$ cat config.mk
export PLATFORM = sky130hd
export DESIGN_NAME = sse_exec
export DESIGN_NICKNAME = d
export VERILOG_FILES = /design/src/sse_pkg.sv /design/src/sse_alu_if.sv /design/src/sse_alu.sv /design/src/sse_exec.sv
export VERILOG_INCLUDE_DIRS = /design/src /design/src/src
export SDC_FILE = /design/constraint.sdc
export NUM_CORES = 1
export LEC_CHECK = 0
export BUFFER_PORTS_ARGS = -buffer_cell sky130_fd_sc_hd__buf_2
export CAP_MARGIN = 10
export CELL_PAD_IN_SITES_DETAIL_PLACEMENT = 1
export CELL_PAD_IN_SITES_GLOBAL_PLACEMENT = 1
export CORE_MARGIN = 10
export CORE_UTILIZATION = 39
export DETAILED_ROUTE_END_ITERATION = 6
export PLACE_DENSITY = 0.87
export SETUP_SLACK_MARGIN = 0.15
export SYNTH_ARGS = -nofsm -noshare
export SYNTH_HDL_FRONTEND = slang
export SYNTH_SLANG_ARGS = --single-unit
export TNS_END_PERCENT = 5
$ cat constraint.sdc
create_clock -name clk -period 3.8 [get_ports clk]
set_clock_uncertainty 0.2 [all_clocks]
set_input_delay 0.76 -clock clk [delete_from_list [all_inputs] [get_ports clk]]
set_output_delay 0.76 -clock clk [all_outputs]
set_load 0.02 [all_outputs]
$ cat src/sse_regs.svh
// Constants for the skip/sub/swap/xor/table execution block
`ifndef SSE_REGS_SVH
`define SSE_REGS_SVH
`define SSE_ACC_RESET 8'h00
`define SSE_UPPER_RESET 8'h00
`define SSE_ZERO_RESET 1'b0
`define SSE_CARRY_RESET 1'b0
`define SSE_PAGE_BITS 8
`endif
$ cat src/sse_pkg.sv
// Types for the skip/sub/swap/xor/table execution block
package sse_pkg;
  typedef enum logic [3:0] {
    SSE_OP_NONE   = 4'h0,
    SSE_OP_INC_SKIP = 4'h1,
    SSE_OP_BSET   = 4'h2,
    SSE_OP_BCLR   = 4'h3,
    SSE_OP_SUBA   = 4'h4,
    SSE_OP_SUBI   = 4'h5,
    SSE_OP_SUB_MEM = 4'h6,
    SSE_OP_SWAP   = 4'h7,
    SSE_OP_SWAP_ACC = 4'h8,
    SSE_OP_CPSZ   = 4'h9,
    SSE_OP_TSTZ   = 4'ha,
    SSE_OP_TRDC   = 4'hb,
    SSE_OP_TRDL   = 4'hc,
    SSE_OP_XORA   = 4'hd,
    SSE_OP_XOR_MEM = 4'he,
    SSE_OP_XORI   = 4'hf
  } sse_op_t;
  typedef enum logic [2:0] {
    SSE_ST_IDLE  = 3'b001,
    SSE_ST_TABLE = 3'b010,
    SSE_ST_DUMMY = 3'b100
  } sse_state_t;
endpackage : sse_pkg

$ cat src/sse_alu_if.sv
// Carrier between the sequencer and the combinational ALU
`timescale 1ns/10ps
interface sse_alu_if;
  import sse_pkg::*;
  sse_op_t op;
  logic [7:0] acc;
  logic [7:0] mem;
  logic [7:0] imm;
  logic [2:0] bit_sel;
  logic [7:0] result;
  logic to_acc;
  logic to_mem;
  logic skip;
  logic zero_upd;
  logic carry_upd;
  logic carry;
  modport seq (output op, acc, mem, imm, bit_sel,
               input result, to_acc, to_mem, skip, zero_upd, carry_upd, carry);
  modport alu (input op, acc, mem, imm, bit_sel,
               output result, to_acc, to_mem, skip, zero_upd, carry_upd, carry);
endinterface : sse_alu_if

$ cat src/sse_alu.sv
// Combinational result, destination and skip decision per operation
`timescale 1ns/10ps
module sse_alu
  import sse_pkg::*;
(
  sse_alu_if.alu a
);
  logic [8:0] sum;
  always_comb begin
    sum = 9'h000;
    a.result = 8'h00;
    a.to_acc = 1'b0;
    a.to_mem = 1'b0;
    a.skip = 1'b0;
    a.zero_upd = 1'b0;
    a.carry_upd = 1'b0;
    unique case (a.op)
      SSE_OP_INC_SKIP: begin
        a.result = a.mem + 8'h01;
        a.to_acc = 1'b1;
        a.skip = (a.result == 8'h00);
      end
      SSE_OP_BSET: a.skip = a.mem[a.bit_sel];
      SSE_OP_BCLR: a.skip = ~a.mem[a.bit_sel];
      SSE_OP_SUBA, SSE_OP_SUBI, SSE_OP_SUB_MEM: begin
        if (a.op == SSE_OP_SUBI) begin
          sum = {1'b0, a.acc} + {1'b0, ~a.imm} + 9'h001;
        end else begin
          sum = {1'b0, a.acc} + {1'b0, ~a.mem} + 9'h001;
        end
        a.result = sum[7:0];
        a.to_acc = (a.op != SSE_OP_SUB_MEM);
        a.to_mem = (a.op == SSE_OP_SUB_MEM);
        a.zero_upd = 1'b1;
        a.carry_upd = 1'b1;
      end
      SSE_OP_SWAP: begin
        a.result = {a.mem[3:0], a.mem[7:4]};
        a.to_mem = 1'b1;
      end
      SSE_OP_SWAP_ACC: begin
        a.result = {a.mem[3:0], a.mem[7:4]};
        a.to_acc = 1'b1;
      end
      SSE_OP_CPSZ: begin
        a.result = a.mem;
        a.to_acc = 1'b1;
        a.skip = (a.mem == 8'h00);
      end
      SSE_OP_TSTZ: a.skip = (a.mem == 8'h00);
      SSE_OP_XORA: begin
        a.result = a.acc ^ a.mem;
        a.to_acc = 1'b1;
        a.zero_upd = 1'b1;
      end
      SSE_OP_XOR_MEM: begin
        a.result = a.acc ^ a.mem;
        a.to_mem = 1'b1;
        a.zero_upd = 1'b1;
      end
      SSE_OP_XORI: begin
        a.result = a.acc ^ a.imm;
        a.to_acc = 1'b1;
        a.zero_upd = 1'b1;
      end
      default: a.result = 8'h00;
    endcase
  end
  assign a.carry = sum[8];
endmodule : sse_alu

$ cat src/sse_exec.sv
// Execution sequencer: accumulator, flags, table read, skip timing
`timescale 1ns/10ps
`include "sse_regs.svh"
// Operation
// - Increment memory byte into accumulator, memory unchanged, skip when sum zero.
// - Met skip discards prefetched instruction with dummy cycle: two cycles, else one.
// - Bit-set test skips next instruction when selected memory bit is one.
// - Subtract into accumulator is acc plus inverted operand plus one.
// - Subtract into memory writes acc plus inverted memory plus one back.
// - Nibble swap exchanges memory byte halves and stores back.
// - Nibble exchange puts swapped memory byte into accumulator, memory unchanged.
// - Copy memory to accumulator, skip when copied value is zero.
// - Bit-clear test skips next instruction when selected memory bit is zero.
// - Current-page table read: low byte to memory, high byte to upper register.
// - Last-page table read: low byte to memory, high byte to upper register.
// - Xor accumulator with memory into accumulator, update zero flag.
// - Xor into memory writes result back, update zero flag.
// - Xor immediate into accumulator, update zero flag.
module sse_exec
  import sse_pkg::*;
#(
  parameter int PC_BITS = 11,
  parameter int ROM_BITS = 14
) (
  input wire logic clk,
  input wire logic rst_b,
  input wire logic issue,
  input sse_op_t op,
  input wire logic [7:0] mem_rdata,
  input wire logic [7:0] imm,
  input wire logic [2:0] bit_sel,
  input wire logic [PC_BITS-1:0] pc,
  input wire logic [7:0] rom_lookup_pointer,
  input wire logic [ROM_BITS-1:0] rom_rdata,
  output logic busy,
  output logic done,
  output logic skip_taken,
  output logic [7:0] acc,
  output logic zero_flag,
  output logic carry_flag,
  output logic [7:0] rom_lookup_upper_byte,
  output logic mem_we,
  output logic [7:0] mem_wdata,
  output logic rom_re,
  output logic [PC_BITS-1:0] rom_addr
);
  localparam int PB = `SSE_PAGE_BITS;
  sse_alu_if alu_c ();
  sse_state_t state;
  logic accept;
  logic is_table;

  assign accept = issue && (state == SSE_ST_IDLE);
  assign is_table = (op == SSE_OP_TRDC) || (op == SSE_OP_TRDL);
  assign alu_c.op = op;
  assign alu_c.acc = acc;
  assign alu_c.mem = mem_rdata;
  assign alu_c.imm = imm;
  assign alu_c.bit_sel = bit_sel;

  sse_alu u_alu (
    .a(alu_c)
  );

  ////////////////////////////////////////////////////////////////////////////
  // Sequencer
  always_ff @(posedge clk or negedge rst_b) begin
    if (!rst_b) begin
      state <= SSE_ST_IDLE;
    end else begin
      unique case (state)
        SSE_ST_IDLE: begin
          if (accept && is_table) begin
            state <= SSE_ST_TABLE;
          end else if (accept && alu_c.skip) begin
            state <= SSE_ST_DUMMY;
          end
        end
        SSE_ST_TABLE: state <= SSE_ST_IDLE;
        SSE_ST_DUMMY: state <= SSE_ST_IDLE;
      endcase
    end
  end

  always_ff @(posedge clk or negedge rst_b) begin
    if (!rst_b) begin
      busy <= 1'b0;
      done <= 1'b0;
      skip_taken <= 1'b0;
    end else begin
      busy <= accept && (is_table || alu_c.skip);
      done <= (accept && !is_table && !alu_c.skip) || (state != SSE_ST_IDLE);
      skip_taken <= accept && !is_table && alu_c.skip;
    end
  end

  ////////////////////////////////////////////////////////////////////////////
  // Accumulator and flags
  always_ff @(posedge clk or negedge rst_b) begin
    if (!rst_b) begin
      acc <= `SSE_ACC_RESET;
    end else if (accept && alu_c.to_acc) begin
      acc <= alu_c.result;
    end
  end

  always_ff @(posedge clk or negedge rst_b) begin
    if (!rst_b) begin
      zero_flag <= `SSE_ZERO_RESET;
      carry_flag <= `SSE_CARRY_RESET;
    end else if (accept) begin
      if (alu_c.zero_upd) begin
        zero_flag <= (alu_c.result == 8'h00);
      end
      if (alu_c.carry_upd) begin
        carry_flag <= alu_c.carry;
      end
    end
  end

  ////////////////////////////////////////////////////////////////////////////
  // Memory write and table read
  always_ff @(posedge clk or negedge rst_b) begin
    if (!rst_b) begin
      rom_re <= 1'b0;
      rom_addr <= '0;
    end else begin
      rom_re <= accept && is_table;
      if (accept && op == SSE_OP_TRDC) begin
        rom_addr <= {pc[PC_BITS-1:PB], rom_lookup_pointer};
      end else if (accept && op == SSE_OP_TRDL) begin
        rom_addr <= {{(PC_BITS-PB){1'b1}}, rom_lookup_pointer};
      end
    end
  end

  always_ff @(posedge clk or negedge rst_b) begin
    if (!rst_b) begin
      mem_we <= 1'b0;
      mem_wdata <= 8'h00;
      rom_lookup_upper_byte <= `SSE_UPPER_RESET;
    end else begin
      mem_we <= 1'b0;
      if (accept && alu_c.to_mem) begin
        mem_we <= 1'b1;
        mem_wdata <= alu_c.result;
      end else if (state == SSE_ST_TABLE) begin
        mem_we <= 1'b1;
        mem_wdata <= rom_rdata[7:0];
        rom_lookup_upper_byte <= 8'(rom_rdata[ROM_BITS-1:8]);
      end
    end
  end
endmodule : sse_exec

## Yosys cells after proc, flatten, opt, wreduce, memory -nomap -nowiden

Cells that the tools add are included.

| cells by class | value |
|---|---|
| equality and inequality tests | 21 |
| reductions and logical operators | 32 |
| magnitude comparators | 1 |
| add/sub/neg operators | 5 |
| mux-type cells | 19 |
| bitwise gates (word level) | 6 |

Operator list:

| cell | count |
|---|---|
| case mux 8 bit (6 select lines) | 1 |
| == test 4 bit, second input constant | 8 |
| zero test 8 bit | 3 |
| two-way mux 11 bit | 2 |
| adder 8 x 8 -> 9 bit | 2 |
| adder 9 x 1 -> 9 bit, second input constant | 2 |
| two-way mux 9 bit | 2 |
| == test 4 x 3 -> 1 bit, second input constant | 4 |
| two-way mux 8 bit | 2 |
| NOT 8 bit | 2 |
| bitwise XOR 8 bit | 2 |
| logical AND 1 bit | 11 |
| OR reduction 2 bit | 5 |
| adder 8 x 1 -> 8 bit, second input constant | 1 |
| == test 4 x 2 -> 1 bit, second input constant | 2 |
| two-way mux 3 bit | 2 |
| != test 3 x 1 -> 1 bit, second input constant | 2 |
| case mux 3 bit (2 select lines) | 1 |
| AND reduction 2 bit | 3 |
| OR reduction 6 bit | 1 |
| two-way mux 1 bit | 5 |
| OR reduction 5 bit | 1 |
| == test 4 x 1 -> 1 bit, second input constant | 1 |
| less-than comparator 3 x 4 -> 1 bit, second input constant | 1 |
| other kinds (12) | 18 |

| word-level totals | value |
|---|---|
| output and inout port bits | 42 |
| bits of input ports | 59 |
| word-level logic and storage cells | 96 |
| register bits after elaboration | 43 |

## Depth between registers and ports, before layout

| depth | value |
|---|---|
| word-level depth | 8 |
| depth in mapped cells | 10 |
| gate-level depth less buffers | 10 |

## Cells and area by module

From an unflattened synthesis, not the netlist that was laid out.

| unflattened totals | value |
|---|---|
| cells, all modules | 370 |
| area, all modules | 3528.4 um^2 |

Modules (own cells, without submodules):

| module | cells an instance | area an instance (um^2) | times used | sequential area each (um^2) |
|---|---|---|---|---|
| sse_exec | 122 | 1800.5 | 1 | 1077.3 |
| sse_alu | 248 | 1727.9 | 1 | 0.0 |

## Worst setup path after synthesis

OpenSTA, ideal clock, no wires.

| path | value |
|---|---|
| kind | input port to flip-flop |
| start | input port mem_rdata[6] |
| end | register zero_flag |
| buffers on the path | 1 |
| setup slack | 0.755 ns |
| arrival | 2.753 ns |
| library setup time | 0.092 ns |
| stages | 10 |
| data required time | 3.508 ns |
| path through | clkbuf_1 > inv_1 > ha_1 > nor3b_1 > a21oi_1 > o221ai_1 > a211oi_2 > nand4b_1 > or4_1 > o31ai_2 |

| between the ends | value |
|---|---|
| word-level cells in the longest chain between the ends | 6 |
| elaborated cells on any way between the ends | 8 |
| those cells by class | add/sub: 3; mux: 2; bitwise: 2; reduce/logical: 1 |

RTL lines:

| element | RTL line | RTL |
|---|---|---|
| start: declaration | sse_exec.sv:29 | `input wire logic [7:0] mem_rdata,` |
| NOT 8 bit | sse_alu.sv:29 | `sum = {1'b0, a.acc} + {1'b0, ~a.mem} + 9'h001;` |
| adder 8 x 8 -> 9 bit | sse_alu.sv:29 |  |
| adder 9 x 1 -> 9 bit | sse_alu.sv:29 |  |
| two-way mux 9 bit | sse_alu.sv:26 | `if (a.op == SSE_OP_SUBI) begin` |
| case mux 8 bit (6 select lines) * | sse_alu.sv:17 | `unique case (a.op)` |
| zero test 8 bit * | sse_exec.sv:113 | `zero_flag <= (alu_c.result == 8'h00);` |
| end signal: assignment | sse_exec.sv:109 | `` zero_flag <= `SSE_ZERO_RESET; `` |
| end signal: assignment | sse_exec.sv:113 |  |
| end: declaration | sse_exec.sv:39 | `output logic zero_flag,` |

Every way passes the cells marked *; elsewhere a longest branch is shown, timed or not.
A chain may end at the register's enable or synchronous reset.

## Worst setup path in the final report

| path | value |
|---|---|
| start | input port imm[0] |
| end | register zero_flag |

| between the ends | value |
|---|---|
| word-level cells in the longest chain between the ends | 6 |
| elaborated cells on any way between the ends | 7 |
| those cells by class | add/sub: 2; mux: 2; bitwise: 2; reduce/logical: 1 |

RTL lines:

| element | RTL line | RTL |
|---|---|---|
| start: declaration | sse_exec.sv:30 | `input wire logic [7:0] imm,` |
| NOT 8 bit | sse_alu.sv:27 | `sum = {1'b0, a.acc} + {1'b0, ~a.imm} + 9'h001;` |
| adder 8 x 8 -> 9 bit | sse_alu.sv:27 |  |
| adder 9 x 1 -> 9 bit | sse_alu.sv:27 |  |
| two-way mux 9 bit | sse_alu.sv:26 |  |
| case mux 8 bit (6 select lines) * | sse_alu.sv:17 |  |
| zero test 8 bit * | sse_exec.sv:113 |  |

Marked as above.

==> reports/summary.txt <==
Pwr per Cell Area: 646 nW/µm²
count of cells resized by post-cts repair: 0
most area-hungry cell type in the Yosys netlist: sky130_fd_sc_hd__dfrtp_1
synthesized netlist cell count: 390
minimum clock period after layout: 3.18 ns
final number of hold-violating endpoints: 0
number of setup buffers added after CTS: 0
Post-Route Hold Slack: 0.289 ns
weighted congestion at the end of routability-driven global placement: 0.890
clock-pin slew of the registers on the worst-case setup and hold paths: 0.09 ns
family of cells with the greatest summed delay on the critical path: simple AND/OR/NAND/NOR gates
startpoint kind of the worst setup timing path: primary input
sequential fraction of the synthesis area: 31.7%
number of remaining DRC errors: 0
endpoints failing setup: 0
critical path cell sequence: buf_2, ha_1, fa_1, nor2b_1, o31a_1, or4b_2, a21oi_1, nand4b_1, or4_1, o31ai_2
number of slew-limit violations in the final report: 0
summed instance area of the synthesized netlist: 3400 µm²
Initial Utilization: 39.6%
area share of the leading cell type in the synthesized netlist: 30.9%
element type at the critical path end: flip-flop
multi-input logic area: 2150 µm²
sum of negative setup slack: 0 ns
standard cell core area: 8590 µm²
leakage power of the design: 1.99 nW
Buf/Inv on CP: 1
leading cell types by total area after synthesis: sky130_fd_sc_hd__dfrtp_1, sky130_fd_sc_hd__ha_1, sky130_fd_sc_hd__nand2_1
maximum clock insertion buffer count: 2
diode count: 0
setup repair after global routing missed its margin: no
Mean Syn Cell Area: 8.72 µm²
number of H-tree levels: 2
Warnings, synthesis: 0
Post-synth top flop: sky130_fd_sc_hd__dfrtp_1
worst stage delay on the critical path: 0.59 ns
half-perimeter wire length after placement: 9410 µm
count of hold-fix buffers inserted at cts: 0
number of synthesized register bits: 43
vias per inst: 5.85
Num Clock Sinks: 43
antenna-violating nets left: 0
number of synthesized flops with an enable pin: 0
largest vdd supply drop: 0.000237 V
average wire per standard cell: 21.3 µm
die area: 12900 µm²
I/O pin count: 101
horizontal die dimension: 113 µm
kind of critical path: in -> reg
CTS Root Buffer Type: sky130_fd_sc_hd__clkbuf_8
share of the clock period used by the worst path after layout: 83.7%
worst slew pin tran: 0.948 ns
critical path's slowest cell: sky130_fd_sc_hd__or4_1
path type of the worst min-delay path: reg -> reg
sequential cell area: 1080 µm²
# Max-Cap Violations: 0
wire length of the first global-routing pass: 19600 µm
clock insertion delay at the later pin of the skew report: 0.30 ns
final layout net count: 553
Crit path arrival time: 3.20 ns
cts bufs inserted: 5
vias in the first global route: 3708
async set or reset register ratio after synthesis: 100%
die height: 113 µm
Yosys cell types: 64
count leader, synth: sky130_fd_sc_hd__nand2_1
status: complete, no violations
relative max-transition margin: 36.8%
most numerous cell types in the synthesized netlist: sky130_fd_sc_hd__nand2_1, sky130_fd_sc_hd__dfrtp_1, sky130_fd_sc_hd__nor2_1
data required time of the critical path: 3.82 ns
DR vias: 3406
All-Layer GR Usage: 18.7%
clock tree from TritonCTS: done
Port Buffer Count: 90
number of antenna violations at the first check in global routing: 0
router iterations before antenna repair: 5
number of standard-cell rows in the floorplan: 34
Congestion Overflow GR: 0
maximum clock frequency: 314 MHz
total wire length after detailed routing: 12400 µm
DRT iter0 DRCs: 247
share of layout cells above drive strength 1: 26.6%
largest fanout on the critical path: 4
Syn-to-layout area delta: 19.7%
number of filler instances in the final layout: 1054
maximum number of pins on one net before global-route repair: 44
## cell usage in the layout (no fill, tap or decap), types with 7 or more instances in the layout
master,count
sky130_fd_sc_hd__a21oi_1,14
sky130_fd_sc_hd__buf_2,90
sky130_fd_sc_hd__dfrtp_1,42
sky130_fd_sc_hd__ha_1,19
sky130_fd_sc_hd__inv_1,21
sky130_fd_sc_hd__mux2_2,13
sky130_fd_sc_hd__mux2i_1,15
sky130_fd_sc_hd__nand2_1,53
sky130_fd_sc_hd__nor2_1,28
sky130_fd_sc_hd__nor2b_1,7
sky130_fd_sc_hd__nor3_1,7
sky130_fd_sc_hd__o21a_1,8
sky130_fd_sc_hd__o21ai_0,27
sky130_fd_sc_hd__xnor2_1,21
## power by group
| group | total [mW] | internal (mW) | switching [mW] |
|---|---|---|---|
| clock network | 0.427 | 0.263 | 0.164 |
| registers | 0.791 | 0.632 | 0.158 |
| logic | 1.41 | 0.586 | 0.827 |
| total | 2.63 | 1.48 | 1.15 |
## flip-flops by register name (all words and copies together) (netlist names)
signal                 count
skip_taken                 1
carry_flag                 1
rom_addr                  11
acc                        8
zero_flag                  1
state                      3
done                       1
mem_we                     1
rom_lookup_upper_byte      6
mem_wdata                  8
busy                       1
rom_re                     1
## area by class of cell
cell class,count,area share (%)
clock buffers,6,1.78
clock inverters,2,1.48
inverters,21,1.94
multi-input cells,306,52.9
flip-flops and latches,43,26.5
well taps,108,3.32
repair buffers,96,12.2
## kinds of logic after synthesis
kind of cell | Yosys count | share of synthesized area (%)
AOI/OAI and AO/OA | 100 | 20.2
xor gates and xnor gates | 24 | 6.18
adders and majority gates | 21 | 8.16
buffers and inverters | 42 | 5.19
DFF | 43 | 31.7
muxes | 30 | 10.0
other | 1 | 0.110
and+or+nand+nor | 129 | 18.4
## metrics by stage
step                std cells  cell area [µm²]  util (%)  power (mW)  setup WS [ns]
CTS                       582             4070      47.4        2.64          0.635
finish                    582             4070      47.4        2.63          0.619
global placement          574             3940      45.8        2.10          0.409
global route              582             4070      47.4        2.80          0.459
floorplan                 391             3410         -        1.71          0.755
detailed placement        574             3940      45.8        2.19          0.366
## final timing paths
| path | slack, ns | cells past startpoint | to | startpoint |
|---|---|---|---|---|
| worst max-delay path | 0.62 | 10 | zero_flag$_DFFE_PN0P_ | imm[0] |
| worst min-delay path | 0.29 | 2 | rom_lookup_upper_byte[5]$_DFFE_PN0P_ | rom_lookup_upper_byte[5]$_DFFE_PN0P_ |
| worst max register to register | 0.67 | 10 | zero_flag$_DFFE_PN0P_ | acc[0]$_DFFE_PN0P_ |
| worst min register to register | 0.29 | 2 | rom_lookup_upper_byte[5]$_DFFE_PN0P_ | rom_lookup_upper_byte[5]$_DFFE_PN0P_ |
| max in group asynchronous | 2.41 | 1 | acc[5]$_DFFE_PN0P_ | rst_b |
| min in group asynchronous | 0.39 | 1 | rom_addr[0]$_DFFE_PN0P_ | rst_b |
## metal layers
layer  global-route usage, %  vias to the layer above  wire length (µm)
met2                    33.7                       97              6720
met5                       0                        -                 0
li1                        -                     1558                 -
met1                    21.4                     1718              4870
met4                    7.28                        0               348
met3                    3.31                       33               454
## worst register-to-register path: stages, from the launching register on
cell,delay [ns]
sky130_fd_sc_hd__dfrtp_1,0.43
sky130_fd_sc_hd__inv_1,0.10
sky130_fd_sc_hd__ha_1,0.22
sky130_fd_sc_hd__fa_1,0.42
sky130_fd_sc_hd__nor2b_1,0.22
sky130_fd_sc_hd__o31a_1,0.25
sky130_fd_sc_hd__or4b_2,0.16
sky130_fd_sc_hd__a21oi_1,0.05
sky130_fd_sc_hd__nand4b_1,0.23
sky130_fd_sc_hd__or4_1,0.59
sky130_fd_sc_hd__o31ai_2,0.19
(Power assumes the default switching activity.)
